$ cat src/csb_map.svh
// Purpose: Offsets, fields, reset values and codes of the checked subtractor
// Assumes: 32-bit APB data, one aligned word per register
// Notes: Definitions only
`ifndef CSB_MAP_SVH
`define CSB_MAP_SVH

// Register byte offsets
`define CSB_CONFIG_OFS 8'h00
`define CSB_CYCLE_OFS 8'h04
`define CSB_STATUS_OFS 8'h08
`define CSB_RESULT_OFS 8'h0c
`define CSB_MSGID_OFS 8'h10
`define CSB_MSGCNT_OFS 8'h14
`define CSB_MSGARG1_OFS 8'h18
`define CSB_MSGARG2_OFS 8'h1c

// Config fields
`define CSB_CFG_TYPE_LSB 0
`define CSB_CFG_EXP_STATE_BIT 2
`define CSB_CFG_EXP_DIAG_BIT 3
`define CSB_CFG_BLOCK_LSB 8
`define CSB_CONFIG_RST 32'h0000_0000
`define CSB_CYCLE_RST 16'h0013

// Status fields
`define CSB_STS_DIAG_LSB 4

// Diagnostic codes
`define CSB_DIAG_OK 2'h0
`define CSB_DIAG_UNDER 2'h1
`define CSB_DIAG_OVER 2'h2

// Message identifiers
`define CSB_MSG_UNDER 16'h4080
`define CSB_MSG_OVER 16'h4081

// Result type limits, held at 34 bits signed
`define CSB_INT16_MIN 34'h3_ffff_8000
`define CSB_INT16_MAX 34'h0_0000_7fff
`define CSB_UINT16_MAX 34'h0_0000_ffff
`define CSB_INT32_MIN 34'h3_8000_0000
`define CSB_INT32_MAX 34'h0_7fff_ffff
`define CSB_UINT32_MAX 34'h0_ffff_ffff

`endif

$ cat src/csb_pkg.sv
// Purpose: Types of the checked subtractor
// Assumes: Codes of csb_map.svh
// Notes: State codes equal the reported state numbers
package csb_pkg;

  // Operand and result type
  typedef enum logic [1:0] {
    CSB_INT16 = 2'h0,
    CSB_UINT16 = 2'h1,
    CSB_INT32 = 2'h2,
    CSB_UINT32 = 2'h3
  } csb_dtype_e;

  // Block state, codes 0, 3, 6 and 7 unused
  typedef enum logic [2:0] {
    CSB_RUN = 3'h1,
    CSB_STOP = 3'h2,
    CSB_ERROR = 3'h4,
    CSB_RESET = 3'h5
  } csb_state_e;

endpackage : csb_pkg

$ cat src/csb_op_if.sv
// Purpose: Carries operands and range verdict between core and checker
// Assumes: Single clock, combinational checker
// Notes: None
`timescale 1ns/1ps
`default_nettype none

interface csb_op_if;
  logic [31:0] minuend;
  logic [31:0] subtrahend;
  csb_pkg::csb_dtype_e dtype;
  logic [31:0] difference;
  logic underflow;
  logic overflow;

  modport core (output minuend, output subtrahend, output dtype,
                input difference, input underflow, input overflow);
  modport chk (input minuend, input subtrahend, input dtype,
               output difference, output underflow, output overflow);
endinterface : csb_op_if

`default_nettype wire

$ cat src/csb_range_check.sv
// Purpose: Subtracts and range-checks against the configured result type
// Assumes: Operands of 16-bit types sit in the low half
// Notes: Purely combinational
`timescale 1ns/1ps
`default_nettype none
`include "csb_map.svh"

module csb_range_check (
  // Operands and verdict
  csb_op_if.chk op
);

  // Widen an operand to 34 bits, signed or unsigned per type
  function automatic logic signed [33:0] csb_ext(input logic [31:0] v,
                                                 input csb_pkg::csb_dtype_e t);
    case (t)
      csb_pkg::CSB_INT16: csb_ext = {{18{v[15]}}, v[15:0]};
      csb_pkg::CSB_UINT16: csb_ext = {18'h0, v[15:0]};
      csb_pkg::CSB_INT32: csb_ext = {{2{v[31]}}, v};
      default: csb_ext = {2'h0, v};
    endcase
  endfunction : csb_ext

  logic signed [33:0] full_diff;
  logic signed [33:0] lim_min;
  logic signed [33:0] lim_max;

  // 34 bits hold any 32-bit difference without wrapping
  assign full_diff = csb_ext(op.minuend, op.dtype) - csb_ext(op.subtrahend, op.dtype);
  // Limits follow signedness and width of the type
  assign lim_min = (op.dtype == csb_pkg::CSB_INT16) ? `CSB_INT16_MIN :
                   (op.dtype == csb_pkg::CSB_INT32) ? `CSB_INT32_MIN : 34'h0;
  assign lim_max = (op.dtype == csb_pkg::CSB_INT16) ? `CSB_INT16_MAX :
                   (op.dtype == csb_pkg::CSB_UINT16) ? `CSB_UINT16_MAX :
                   (op.dtype == csb_pkg::CSB_INT32) ? `CSB_INT32_MAX : `CSB_UINT32_MAX;
  assign op.underflow = full_diff < lim_min;
  assign op.overflow = full_diff > lim_max;
  // Result is the low 32 bits of the 34-bit difference
  assign op.difference = full_diff[31:0];

endmodule : csb_range_check

`default_nettype wire

$ cat src/csb_cycle_timer.sv
// Purpose: Makes the processing-cycle enable pulse
// Assumes: Period register holds cycles minus one
// Notes: A new period takes effect at the next wrap
`timescale 1ns/1ps
`default_nettype none

module csb_cycle_timer (
  // Clock and reset
  input wire logic pclk,
  input wire logic presetn,
  // Period and pulse
  input wire logic [15:0] period,
  output logic tick
);

  logic [15:0] count_reg;
  logic [15:0] count_next;
  logic wrap;

  // Count down; reload on wrap so a shrinking period never stalls
  assign wrap = (count_reg == 16'h0000);
  assign count_next = wrap ? period : 16'(count_reg - 16'h0001);
  assign tick = wrap;

  // Down counter
  always_ff @(posedge pclk or negedge presetn) begin
    if (!presetn) begin
      count_reg <= 16'h0000;
    end else begin
      count_reg <= count_next;
    end
  end

endmodule : csb_cycle_timer

`default_nettype wire

$ cat src/csb_checked_subtractor.sv
// Purpose: Cyclic checked subtraction unit with state, diagnosis and messages
// Assumes: Operand, run and acknowledge inputs come from logic on pclk
// Notes: APB3 slave, zero wait states, unmapped addresses answer pslverr
`timescale 1ns/1ps
`default_nettype none
`include "csb_map.svh"

module csb_checked_subtractor (
  // Clock and reset
  input wire logic pclk,
  input wire logic presetn,
  // APB slave
  input wire logic psel,
  input wire logic penable,
  input wire logic pwrite,
  input wire logic [7:0] paddr,
  input wire logic [31:0] pwdata,
  output logic [31:0] prdata,
  output logic pready,
  output logic pslverr,
  // Operands and group control
  input wire logic [31:0] minuend_in,
  input wire logic [31:0] subtrahend_in,
  input wire logic block_run_enable,
  input wire logic group_fault_acknowledge,
  // Results
  output logic [31:0] difference_out,
  output logic error_out,
  // Cyclic process image
  output logic [2:0] image_state_out,
  output logic [1:0] image_diag_out,
  // Diagnostic message to the owning group
  output logic msg_valid,
  output logic [15:0] msg_text_id,
  output logic [15:0] msg_block_num,
  output logic [31:0] msg_arg1,
  output logic [31:0] msg_arg2
);

  ////////////////////////////////////////////////////////////////////////////
  // Declarations
  ////////////////////////////////////////////////////////////////////////////

  // Software-visible configuration
  logic [31:0] config_reg;
  logic [15:0] cycle_reg;

  // Block state and its outputs
  csb_pkg::csb_state_e state_reg;
  csb_pkg::csb_state_e state_next;
  logic [1:0] diag_reg;
  logic [1:0] diag_next;
  logic [31:0] result_reg;
  logic [31:0] result_next;
  logic error_reg;
  logic error_next;
  logic [2:0] img_state_reg;
  logic [1:0] img_diag_reg;

  // Message holding registers
  logic msg_valid_reg;
  logic [15:0] msg_id_reg;
  logic [15:0] msg_cnt_reg;
  logic [31:0] msg_arg1_reg;
  logic [31:0] msg_arg2_reg;

  // Decoded configuration
  csb_pkg::csb_dtype_e cfg_dtype;
  logic cfg_expose_state;
  logic cfg_expose_diag;
  logic [15:0] cfg_block;

  // Checker verdict and cycle pulse
  logic tick;
  logic range_err;
  logic enter_error;

  // APB decode
  logic apb_access;
  logic apb_wr;
  logic hit_config;
  logic hit_cycle;
  logic hit_status;
  logic hit_result;
  logic hit_msgid;
  logic hit_msgcnt;
  logic hit_arg1;
  logic hit_arg2;
  logic addr_mapped;
  logic [31:0] rd_mux;

  ////////////////////////////////////////////////////////////////////////////
  // Submodules
  ////////////////////////////////////////////////////////////////////////////

  csb_op_if op ();

  // Operands go to the checker unregistered; the result is sampled on tick
  assign op.minuend = minuend_in;
  assign op.subtrahend = subtrahend_in;
  assign op.dtype = cfg_dtype;

  // Range checker
  csb_range_check u_check (
    .op (op.chk)
  );

  // Processing cycle divider
  csb_cycle_timer u_timer (
    .pclk (pclk),
    .presetn (presetn),
    .period (cycle_reg),
    .tick (tick)
  );

  ////////////////////////////////////////////////////////////////////////////
  // APB slave
  ////////////////////////////////////////////////////////////////////////////

  // Field split of the configuration word
  assign cfg_dtype = csb_pkg::csb_dtype_e'(config_reg[`CSB_CFG_TYPE_LSB +: 2]);
  assign cfg_expose_state = config_reg[`CSB_CFG_EXP_STATE_BIT];
  assign cfg_expose_diag = config_reg[`CSB_CFG_EXP_DIAG_BIT];
  assign cfg_block = config_reg[`CSB_CFG_BLOCK_LSB +: 16];

  // Address decode; always ready, so every access lasts two cycles
  assign apb_access = psel && penable;
  assign hit_config = (paddr == `CSB_CONFIG_OFS);
  assign hit_cycle = (paddr == `CSB_CYCLE_OFS);
  assign hit_status = (paddr == `CSB_STATUS_OFS);
  assign hit_result = (paddr == `CSB_RESULT_OFS);
  assign hit_msgid = (paddr == `CSB_MSGID_OFS);
  assign hit_msgcnt = (paddr == `CSB_MSGCNT_OFS);
  assign hit_arg1 = (paddr == `CSB_MSGARG1_OFS);
  assign hit_arg2 = (paddr == `CSB_MSGARG2_OFS);
  assign addr_mapped = hit_config || hit_cycle || hit_status || hit_result ||
                       hit_msgid || hit_msgcnt || hit_arg1 || hit_arg2;
  assign apb_wr = apb_access && pwrite && addr_mapped;

  // Read selection; unused bits read as zero
  assign rd_mux = hit_config ? config_reg :
                  hit_cycle ? {16'h0000, cycle_reg} :
                  hit_status ? {26'h0, diag_reg, 1'b0, state_reg} :
                  hit_result ? result_reg :
                  hit_msgid ? {16'h0000, msg_id_reg} :
                  hit_msgcnt ? {16'h0000, msg_cnt_reg} :
                  hit_arg1 ? msg_arg1_reg :
                  hit_arg2 ? msg_arg2_reg : 32'h0000_0000;

  // Handshake outputs are combinational
  assign pready = 1'b1;
  assign pslverr = apb_access && !addr_mapped;
  assign prdata = (apb_access && !pwrite) ? rd_mux : 32'h0000_0000;

  // Writable registers; writes to read-only words are dropped quietly
  always_ff @(posedge pclk or negedge presetn) begin
    if (!presetn) begin
      config_reg <= `CSB_CONFIG_RST;
      cycle_reg <= `CSB_CYCLE_RST;
    end else if (apb_wr && hit_config) begin
      config_reg <= {8'h00, pwdata[23:8], 4'h0, pwdata[3:0]};
    end else if (apb_wr && hit_cycle) begin
      cycle_reg <= pwdata[15:0];
    end
  end

  ////////////////////////////////////////////////////////////////////////////
  // State machine
  ////////////////////////////////////////////////////////////////////////////

  assign range_err = op.underflow || op.overflow;

  // Next state; run enable false overrides everything, even a held error
  always_comb begin
    state_next = state_reg;
    case (state_reg)
      csb_pkg::CSB_RUN: begin
        if (range_err) begin
          state_next = csb_pkg::CSB_ERROR;
        end
      end
      csb_pkg::CSB_STOP: begin
        // A bad difference must never show in RUN, not even for one cycle
        state_next = range_err ? csb_pkg::CSB_ERROR : csb_pkg::CSB_RUN;
      end
      csb_pkg::CSB_ERROR: begin
        if (!range_err && group_fault_acknowledge) begin
          state_next = csb_pkg::CSB_RESET;
        end
      end
      csb_pkg::CSB_RESET: begin
        if (range_err) begin
          state_next = csb_pkg::CSB_ERROR;
        end else if (!group_fault_acknowledge) begin
          state_next = csb_pkg::CSB_RUN;
        end
      end
      default: begin
        state_next = csb_pkg::CSB_STOP;
      end
    endcase
    if (!block_run_enable) begin
      state_next = csb_pkg::CSB_STOP;
    end
  end

  // Output values follow the state being entered
  assign result_next = (state_next == csb_pkg::CSB_RUN) ? op.difference : 32'h0000_0000;
  assign error_next = (state_next == csb_pkg::CSB_ERROR);

  // Diagnosis of the current subtraction
  assign diag_next = op.underflow ? `CSB_DIAG_UNDER :
                     op.overflow ? `CSB_DIAG_OVER : `CSB_DIAG_OK;

  // A message goes out only on the way into ERROR, not every cycle in it
  assign enter_error = tick && (state_next == csb_pkg::CSB_ERROR) &&
                       (state_reg != csb_pkg::CSB_ERROR);

  // State, result and diagnosis advance once per processing cycle
  always_ff @(posedge pclk or negedge presetn) begin
    if (!presetn) begin
      state_reg <= csb_pkg::CSB_STOP;
      result_reg <= 32'h0000_0000;
      error_reg <= 1'b0;
      diag_reg <= `CSB_DIAG_OK;
    end else if (tick) begin
      state_reg <= state_next;
      result_reg <= result_next;
      error_reg <= error_next;
      diag_reg <= diag_next;
    end
  end

  ////////////////////////////////////////////////////////////////////////////
  // Process image and messages
  ////////////////////////////////////////////////////////////////////////////

  // Masked copies; a cleared flag shows zero so the image carries no stale code
  always_ff @(posedge pclk or negedge presetn) begin
    if (!presetn) begin
      img_state_reg <= 3'h0;
      img_diag_reg <= 2'h0;
    end else if (tick) begin
      img_state_reg <= cfg_expose_state ? state_next : 3'h0;
      img_diag_reg <= cfg_expose_diag ? diag_next : 2'h0;
    end
  end

  // Message: one-cycle valid, payload held until the next message
  always_ff @(posedge pclk or negedge presetn) begin
    if (!presetn) begin
      msg_valid_reg <= 1'b0;
      msg_id_reg <= 16'h0000;
      msg_cnt_reg <= 16'h0000;
      msg_arg1_reg <= 32'h0000_0000;
      msg_arg2_reg <= 32'h0000_0000;
    end else begin
      msg_valid_reg <= enter_error;
      if (enter_error) begin
        msg_id_reg <= op.underflow ? `CSB_MSG_UNDER : `CSB_MSG_OVER;
        msg_cnt_reg <= 16'(msg_cnt_reg + 16'h0001);
        msg_arg1_reg <= minuend_in;
        msg_arg2_reg <= subtrahend_in;
      end
    end
  end

  ////////////////////////////////////////////////////////////////////////////
  // Outputs
  ////////////////////////////////////////////////////////////////////////////

  assign difference_out = result_reg;
  assign error_out = error_reg;
  assign image_state_out = img_state_reg;
  assign image_diag_out = img_diag_reg;
  assign msg_valid = msg_valid_reg;
  assign msg_text_id = msg_id_reg;
  assign msg_block_num = cfg_block;
  assign msg_arg1 = msg_arg1_reg;
  assign msg_arg2 = msg_arg2_reg;

endmodule : csb_checked_subtractor

`default_nettype wire

$ cat config.mk
export PLATFORM = sky130hd
export DESIGN_NAME = csb_checked_subtractor
export DESIGN_NICKNAME = d
export VERILOG_FILES = /design/src/csb_pkg.sv /design/src/csb_op_if.sv /design/src/csb_range_check.sv /design/src/csb_cycle_timer.sv /design/src/csb_checked_subtractor.sv
export VERILOG_INCLUDE_DIRS = /design/src
export SDC_FILE = /design/constraint.sdc
export NUM_CORES = 1
export LEC_CHECK = 0
export BUFFER_PORTS_ARGS = -buffer_cell sky130_fd_sc_hd__buf_4
export CAP_MARGIN = 20
export CORE_MARGIN = 3
export CORE_UTILIZATION = 40
export DETAILED_ROUTE_END_ITERATION = 8
export PLACE_DENSITY_LB_ADDON = 0.3
export SLEW_MARGIN = 20
export SYNTH_ARGS = -nofsm -noshare
export SYNTH_HDL_FRONTEND = slang
export SYNTH_SLANG_ARGS = --single-unit
$ cat constraint.sdc
create_clock -name pclk -period 8.15 [get_ports pclk]
set_clock_uncertainty 0.05 [all_clocks]
set_input_delay 0.4075 -clock pclk [delete_from_list [all_inputs] [get_ports pclk]]
set_output_delay 0.4075 -clock pclk [all_outputs]
set_load 0.05 [all_outputs]
# ---- After elaboration in Yosys (flattened, before gate mapping)
# Index checks and enable logic that the tools add are counted.
dict set report word_totals {
  regBits 192
  in_bits 111
  out_inout_bits 169
  wordCells 91
}
dict set report classes {
  addsub 3
  n_lt_le_gt_ge 2
  n_eq_ne 16
  muxes 30
  bitwise 1
  n_reduce_logical 25
}
# op count
set op_table {}
lappend op_table {{32-bit two-way mux} 11}
lappend op_table {{34-bit case mux with 3 select lines} 2}
lappend op_table {{34-bit two-way mux} 4}
lappend op_table {{34-bit greater-than comparator} 1}
lappend op_table {{34-bit less-than comparator} 1}
lappend op_table {{34-bit subtractor} 1}
lappend op_table {{8-bit by 5-bit equality test with 1-bit output (second input constant)} 4}
lappend op_table {{3-bit two-way mux} 7}
lappend op_table {{16-bit by 1-bit adder with 16-bit output (second input constant)} 1}
lappend op_table {{8-bit by 4-bit equality test with 1-bit output (second input constant)} 2}
lappend op_table {{16-bit zero test} 1}
lappend op_table {{16-bit two-way mux} 1}
lappend op_table {{16-bit by 1-bit subtractor with 16-bit output (second input constant)} 1}
lappend op_table {{3-bit case mux with 4 select lines} 1}
lappend op_table {{1-bit logical AND} 10}
lappend op_table {{3-bit equality test (second input constant)} 3}
lappend op_table {{8-bit by 3-bit equality test with 1-bit output (second input constant)} 1}
lappend op_table {{8-bit zero test} 1}
lappend op_table {{1-bit logical OR} 8}
lappend op_table {{3-bit by 1-bit equality test with 1-bit output (second input constant)} 2}
lappend op_table {{2-bit two-way mux} 3}
lappend op_table {{3-bit by 2-bit equality test with 1-bit output (second input constant)} 1}
lappend op_table {{1-bit zero test} 3}
lappend op_table {{3-bit != test (second input constant)} 1}
lappend op_table {{other kinds (6)} 6}

# ---- Depth between registers and ports, before layout
# Gate-level depths: netlist (run 1).
dict set report logic_depth {
  ltp_word 14
  mapped_depth 28
  depth_no_buf 23
}

# ---- Hierarchy
# From an unflattened synthesis (run 1), not the netlist that was laid out.
dict set report hier_totals {
  cells_unflattened 1182
  hier_area_um2 12167.9
}
# mod instances cells_per_inst area_each_um2 seq_area_each_um2
set by_module_without_submodules {}
lappend by_module_without_submodules {csb_checked_subtractor 1 647 7976.4 4058.9}
lappend by_module_without_submodules {csb_range_check 1 434 3280.6 0.0}
lappend by_module_without_submodules {csb_cycle_timer 1 101 910.9 400.4}

# ---- Worst setup path after synthesis (run 1)
# Ideal clock, no wire load.
dict set report synth_path {
  path_kind {register to register}
  start {register config_reg[0]}
  end {register msg_arg2_reg[19] (netlist: msg_arg2[19])}
  setup_time_ns 0.128
  arrival_ns 6.218
  required_time_ns 7.972
  setup_slack_ns 1.754
  stages_incl_launch_ff 27
  path_buffers 4
  period_less_slack_ns 6.396
  cell_sequence {dfrtp_1 nor2_1 inv_1 nor2_1 clkbuf_1 a21oi_1 ha_1 clkbuf_1 nand4_1 nor4_1 and4_1 nor2_1 a21oi_1 o21ai_0 nor4bb_1 or3_1 ha_1 nand2_1 nor4_1 inv_1 nor4_1 nand4b_1 or4_1 a222oi_1 buf_4 buf_4 mux2_1}
}
dict set report synth_between {
  elab_chain_cells 14
  word_cells_on_any_way 25
  cone_classes {1 x add/sub; 2 x order compare; 3 x eq/ne; 13 x mux; 6 x reduce/logical}
}
# item line
set synth_lines {}
lappend synth_lines {{start, declared} csb_checked_subtractor.sv:45} ;# logic [31:0] config_reg;
lappend synth_lines {{start signal, assigned} csb_checked_subtractor.sv:158} ;# config_reg <= `CSB_CONFIG_RST;
lappend synth_lines {{start signal, assigned} csb_checked_subtractor.sv:161} ;# config_reg <= {8'h00, pwdata[23:8], 4'h0, pwdata[3:0]};
lappend synth_lines {{parallel branches: the longest is 5 deep, another holds 34-bit subtractor} n/a}
lappend synth_lines {{1-bit logical OR (*)} csb_checked_subtractor.sv:171} ;# assign range_err = op.underflow || op.overflow;
lappend synth_lines {{1-bit zero test} csb_checked_subtractor.sv:187} ;# if (!range_err && group_fault_acknowledge) begin
lappend synth_lines {{1-bit logical AND} csb_checked_subtractor.sv:187}
lappend synth_lines {{3-bit two-way mux} csb_checked_subtractor.sv:187}
lappend synth_lines {{3-bit case mux with 4 select lines (*)} csb_checked_subtractor.sv:176} ;# case (state_reg)
lappend synth_lines {{3-bit two-way mux (*)} csb_checked_subtractor.sv:202} ;# if (!block_run_enable) begin
lappend synth_lines {{3-bit equality test (*)} csb_checked_subtractor.sv:216} ;# assign enter_error = tick && (state_next == csb_pkg::CSB_ERROR) &&
lappend synth_lines {{1-bit logical AND (*) (2 in series)} csb_checked_subtractor.sv:216}
lappend synth_lines {{end signal, assigned} csb_checked_subtractor.sv:263} ;# msg_arg2_reg <= subtrahend_in;
lappend synth_lines {{end, declared} csb_checked_subtractor.sv:65} ;# logic [31:0] msg_arg2_reg;
# Every way passes the cells marked *.
# A chain may end at the register's enable or synchronous reset.

# ---- Final worst setup path (run 1)
dict set report layout_path {
  start {register config_reg[0]}
  end {register msg_arg2_reg[24] (netlist: msg_arg2[24])}
}
# The elaborated chain is that of the path after synthesis.

==> results of run 1 <==
metrics by stage:
stage / power (mW) / area [sq um]
final: 2.26 / 14600
after global routing: 2.36 / 14600
after global placement: 1.43 / 14000
after floorplan: 1.27 / 12000
after detailed placement: 1.44 / 14000
after CTS: 2.26 / 14500
routing by layer:
| layer | share of wire (%) | global-route usage [%] |
|---|---|---|
| met2 | 47 | 40.5 |
| met1 | 44 | 36.3 |
| met3 | 7.2 | 3.94 |
| met5 | 0 | 0 |
| met4 | 1.7 | 5.49 |
layout by cell type (no fill, tap or decap), drive strengths merged, types with 9 or more instances in the layout:
cell type and count:
buf 274, nand4 14, mux2 97, conb 14, nor2b 9, xor2 21
a31oi 11, ha 71, a221oi 16, o21ai 72, nor4 12, inv 53
dfrtp 174, o21a 9, nand2b 9, nor3 28, clkbuf 18, a2111oi 14
xnor2 28, a21oi 94, nand2 106, nand3 18, a22oi 15, a22o 41
nor2 99, a211oi 24, and3 14, a21o 29
worst min-delay path by stage:
stage / endpoint / slack, ps / cells past startpoint
floorplan: config_reg[0] / 60 / 0
global placement: diag_reg[0] / 410 / 2
detailed placement: msg_cnt_reg[15] / 410 / 1
CTS: msg_arg2[20] / 100 / 1
global route: difference_out[25] / 100 / 1
finish: msg_arg2[20] / 20 / 1
cell families after synthesis:
family                     count (synthesis)  share of synthesized area, %
AOI/OAI and AO/OA                        376                          21.4
other                                      2                        0.0629
adders and majority gates                 72                          7.61
and+or+nand+nor                          350                          14.0
DFF                                      178                          37.4
muxes                                    105                          9.82
buffers and inverters                    150                          6.24
xor gates and xnor gates                  49                          3.60
power groups by stage:
stage          Clock [mW]  Sequential [mW]  Combinational [mW]
3_3_place_gp            0            0.935               0.492
4_1_cts             0.842            0.919               0.502
3_5_place_dp            0            0.936               0.499
6_report            0.831            0.919               0.509
2_1_floorplan           0            0.933               0.333
5_1_grt             0.874            0.922               0.564
worst max-delay path, stage by stage (launching register included):
cell	delay (ps)
sky130_fd_sc_hd__dfrtp_1	500
sky130_fd_sc_hd__nor2_1	170
sky130_fd_sc_hd__buf_4	150
sky130_fd_sc_hd__inv_1	40
sky130_fd_sc_hd__buf_4	190
sky130_fd_sc_hd__nor2_1	100
sky130_fd_sc_hd__buf_4	230
sky130_fd_sc_hd__a21oi_1	80
sky130_fd_sc_hd__ha_1	410
sky130_fd_sc_hd__nand4_1	220
sky130_fd_sc_hd__nor4_1	430
sky130_fd_sc_hd__and4_1	380
sky130_fd_sc_hd__nor2_1	110
sky130_fd_sc_hd__a21oi_1	190
sky130_fd_sc_hd__o21ai_0	150
sky130_fd_sc_hd__nor4bb_1	150
sky130_fd_sc_hd__or3_1	440
sky130_fd_sc_hd__ha_1	350
sky130_fd_sc_hd__nand2_1	80
sky130_fd_sc_hd__nor4_1	450
sky130_fd_sc_hd__inv_1	90
sky130_fd_sc_hd__nor4_1	400
sky130_fd_sc_hd__nand4b_1	130
sky130_fd_sc_hd__or4_1	580
sky130_fd_sc_hd__a222oi_1	490
sky130_fd_sc_hd__buf_12	460
sky130_fd_sc_hd__mux2_1	380
cell type report:
type | instances | area [sq um]
diodes | 2 | 5.00
clock buffers | 18 | 429
clock inverters | 14 | 158
fillers | 2748 | 14500
inverters | 44 | 165
multi-input cells | 966 | 6780
flip-flops and latches | 178 | 4460
well taps | 384 | 480
repair buffers | 274 | 2070
==> parameters.txt, run 1 <==
Parameter                              Value

Outcome
  Run status    complete, no violations

Synth
  Cell types with the highest counts after synthesis    sky130_fd_sc_hd__dfrtp_1, sky130_fd_sc_hd__nand2_1, sky130_fd_sc_hd__nor2_1
  Count of cell types in the netlist    71
  Count of state elements after synthesis    about 180
  Sequential share of the synthesized area    a little under two fifths
  Avg Synthesized Cell Area    9.31 sq um
  Proportion of netlist area held by the largest area contributor    36.5%
  Ys Warns    0
  Top post-synthesis cells by area    sky130_fd_sc_hd__dfrtp_1, sky130_fd_sc_hd__ha_1, sky130_fd_sc_hd__mux2_1
  Post-synthesis instance area    11,900 sq um
  Synth Flop Type    sky130_fd_sc_hd__dfrtp_1
  Cell type with the highest aggregate area in the netlist    sky130_fd_sc_hd__dfrtp_1
  Synth Instances    1,282
  Most numerous cell in the Yosys netlist    sky130_fd_sc_hd__dfrtp_1
  Number of flops mapped to enable cells by yosys    0
  FFs w/ async S/R, synth    100%

Timing
  Count of final max-slew check failures    0
  Highest clock rate    ~0.13 GHz
  Final-report setup violation count    0
  Slew of the pin with the lowest slew margin    approximately 1000 ps
  RSZ-0062 raised after global routing    false
  Post-layout minimum cycle time    about 7600 ps
  Final WS setup    between 500 and 600 ps
  Final-layout setup total negative slack    0 ps
  Worst relative slew slack    33.4%
  Tightest hold margin    21.0 ps
  Final count of hold timing violations    0
  Fin crit share    approximately 93%

Clocking
  Source-to-sink clock delay at the later pin of the worst-skew pair    430 ps
  Sink Count    between 150 and 200
  Clock-pin slew reported for the worst setup and hold paths after clock tree synthesis    80 ps
  Post-CTS Setup Repair Bufs    0
  Post-CTS Hold Buffers    0
  Post-cts repair resize count    0
  H-tree level count    4
  Number of clock buffers inserted by TritonCTS    17
  Clock tree from TritonCTS    built
  Buffer cell driving the clock tree root    sky130_fd_sc_hd__clkbuf_16
  Max Root-Sink Buffers    2

Placement
  Post-Place Cells    1,846
  DP Worst Slack    723 ps
  Gp weighted congestion    0.914
  Number of buffers added on ports    257
  Post-detailed-placement half-perimeter wirelength    about 32 mm

Drt
  Post-DR vias/cell    between 5 and 6
  Routed via count    around 11k
  Final routed wire length divided by cell count    21.9 um
  Total wire length    approximately 41 mm
  Number of routed nets with antenna violations    0
  Iteration-0 DRC Markers    954
  First-pass iteration count of the detailed router    5
  Remaining design rule violation count    0

Critical path
  End of the worst register-to-register path    msg_arg2[24]
  Worst Setup EP    msg_arg2[24]
  Critical-path maximum fanout    between 90 and 100
  Worst-case register-to-register setup slack    roughly 600 ps
  CP startpoint    config_reg[0]
  Critical path data arrival time    7810 ps
  Worst flop-to-flop path startpoint    config_reg[0]
  Type of destination of the critical path    flip-flop
  Kind of start point of the critical path    flip-flop
  Data required time at the worst endpoint    8400 ps
  Logic depth of the worst register-to-register path    26
  Setup CP Type    flip-flop to flip-flop

Die
  Die Outline Area    31,900 sq um
  Starting Density    41.0%
  I/O pins    between 200 and 300
  Vertical die dimension    179 um
  Width of the chip    ~180 um
  Cell row count    62
  Core Footprint    about 29,000 sq um

Power and ir drop
  Internal portion of total power    ~1.5 mW
  Switch Pwr    about 0.75 mW
  Standby leakage power    ~7 nW
  Pwr Density    155 nW/um^2
  Switching fraction of total power    33.2%
  Proportion of power drawn by combinational gates    about 23%
  Maximum vdd ir drop    150 uV
  Share of total power in the clock network    36.8%
  Sequential fraction of design power    40.7%

Final layout
  Area growth from synthesis to layout    21.9%
  Finished Core Util    50.0%
  Final Non-Filler Cells    1,880
  Number of nets in the layout    1,664
  Share of final-layout standard cells stronger than drive strength 1    ~25%

Global route
  Overall overflow remaining after global route    0
  Initial antenna violation count    2
  Overall global routing resource usage    25.3%
  Via count of the first global-routing pass    10.4k
  Largest net degree at the start of global routing    101
  Wire length of the first global-routing pass    62.1 mm

Min path
  Hold Crit Class    input port to asynchronous set/reset pin

Job
  Max-capacitance violation count    0
(Power assumes the default switching activity.)
==> inputs of run 2 (changes only) <==
Settings changed: PLACE_DENSITY_LB_ADDON 0.3 to not set.
==> parameters.txt, run 2 (synthesis results as in run 1) <==
Parameter                              Value

Power and ir drop
  Pwr Density    156 nW/um^2
  Maximum vdd ir drop    135 uV
  Standby leakage power    7.11 nW

Global route
  Largest net degree at the start of global routing    92
  Overall global routing resource usage    26.0%
  Wire length of the first global-routing pass    63.1 mm
  Overall overflow remaining after global route    0
  Initial antenna violation count    3
  Via count of the first global-routing pass    10.2k

Critical path
  CP startpoint    config_reg[0]
  CP bufs+invs    5
  Setup CP Type    flip-flop to flip-flop
  Logic depth of the worst register-to-register path    25
  Worst flop-to-flop path startpoint    config_reg[0]
  Critical path data arrival time    between 7000 and 8000 ps
  Type of destination of the critical path    flip-flop
  Critical-path maximum fanout    91
  Kind of cell adding the most delay to the critical path    simple AND/OR/NAND/NOR gates
  Biggest cell delay along the critical path    560 ps
  Total stage count of the critical path    25
  Data required time at the worst endpoint    approximately 8400 ps
  Crit-path slowest cell    sky130_fd_sc_hd__or4_1
  Kind of start point of the critical path    flip-flop

Drt
  Detailed-route wire length on metal 1    slightly below 20 mm
  Met2 wire len    19.2 mm
  Total wire length    42.5 mm
  Met3 wire length    about 2.6 mm
  Number of routed nets with antenna violations    0
  Remaining design rule violation count    0
  Iteration-0 DRC Markers    about 950
  Highest signal layer in the routed design    met4
  Routed via count    11.0k
  Final routed wire length divided by cell count    22.6 um
  Post-DR vias/cell    5.84
  First-pass iteration count of the detailed router    5

Timing
  Final count of hold timing violations    0
  Slew of the pin with the lowest slew margin    between 1000 and 1500 ps
  RSZ-0062 raised after global routing    false
  Count of final max-slew check failures    0
  Post-layout minimum cycle time    7470 ps
  Highest clock rate    0.134 GHz
  Worst relative slew slack    25.0%
  Final-layout setup total negative slack    0 ps
  Fin crit share    about 90%
  Final-report setup violation count    0

Die
  Vertical die dimension    179 um
  Starting Density    41.0%
  I/O pins    280
  Width of the chip    179 um
  Die Outline Area    31,900 sq um
  Core Footprint    29,100 sq um
  Cell row count    62

Clocking
  Sink Count    178
  Clock-pin slew reported for the worst setup and hold paths after clock tree synthesis    ~90 ps
  Source-to-sink clock delay at the later pin of the worst-skew pair    440 ps
  Post-CTS Setup Repair Bufs    0
  Number of clock buffers inserted by TritonCTS    17
  Buffer cell driving the clock tree root    sky130_fd_sc_hd__clkbuf_16
  Post-CTS Hold Buffers    1
  Clock tree from TritonCTS    built
  Post-cts repair resize count    0
  Max Root-Sink Buffers    2
  H-tree level count    4

Placement
  Post-Place Cells    1,847
  Gp weighted congestion    0.887
  Number of buffers added on ports    257
  Post-detailed-placement half-perimeter wirelength    32.5 mm

Outcome
  Run status    complete, no violations

Min path
  Origin of the worst min-delay path    pwdata[15]
  Number of stages on the worst hold path    3
  Hold Crit Class    input port to flip-flop

Final layout
  Number of nets in the layout    1,666
  Most frequent standard cell in the layout excluding fill and tap cells    sky130_fd_sc_hd__buf_4
  Most frequent cells in the layout    sky130_fd_sc_hd__buf_4, sky130_fd_sc_hd__dfrtp_1, sky130_fd_sc_hd__nand2_1
  Area growth from synthesis to layout    22.0%
  Final Non-Filler Cells    about 1.9k
  Share of final-layout standard cells stronger than drive strength 1    24.9%

Job
  Max-capacitance violation count    0
==> run 2: changes by cell type in the layout (fill, tap and decap cells not counted), sizes merged <==
cell / change
buf: +1
dlygate4sd3: +1
clkinvlp: +3
inv: -1
diode: -1
clkinv: -2
==> run 2: per-layer routing <==
layer	global-route usage, %	up-vias
met5	0	-
met4	7.21	0
met3	3.45	46
met2	39.7	409
met1	38.7	5443
li1	-	5086
==> run 2: power breakdown <==
group / leakage, nW / switching (mW) / internal [mW]
logic: 4.44 / 0.325 / 0.194
clock network: 0.276 / 0.415 / 0.417
registers: 2.40 / 0.0177 / 0.902
total: 7.11 / 0.757 / 1.51
==> run 2: cell type report <==
cell class / instances / area, sq um
antenna: 1 / 2.50
tap: 384 / 480
timing repair buffer: 276 / 2090
clock inverter: 14 / 139
sequential: 178 / 4460
fill: 2782 / 14500
multi-input combinational: 966 / 6790
inverter: 44 / 165
clock buffer: 18 / 439
==> run 2: path summary, 6_finish.rpt <==
check / slack [ps] / endpoint
min reg2reg: 430 / msg_cnt_reg[15]
max reg2reg: 680 / msg_arg2[21]
min in group asynchronous: 410 / u_timer.count_reg[13]
max: 680 / msg_arg2[21]
min: 140 / cycle_reg[15]
max in group asynchronous: 6270 / msg_arg2[7]
==> run 2: per-stage QoR <==
step / utilization [%] / setup slack, ps / area, sq um / hold WS (ps) / power (mW)
after CTS: 50.1 / 768 / 14600 / 131 / 2.28
final: 50.1 / 685 / 14600 / 140 / 2.27
after global routing: 50.1 / 244 / 14600 / 122 / 2.37
after global placement: 48.0 / 828 / 14000 / 329 / 1.44
after detailed placement: 48.0 / 781 / 14000 / 327 / 1.45
after floorplan: - / 1750 / 12000 / 61.9 / 1.27
==> run 2: worst min-delay path, cell delays in order <==
cell and delay [ps]:
sky130_fd_sc_hd__buf_4 90, sky130_fd_sc_hd__nand2_1 40, sky130_fd_sc_hd__o21ai_0 60
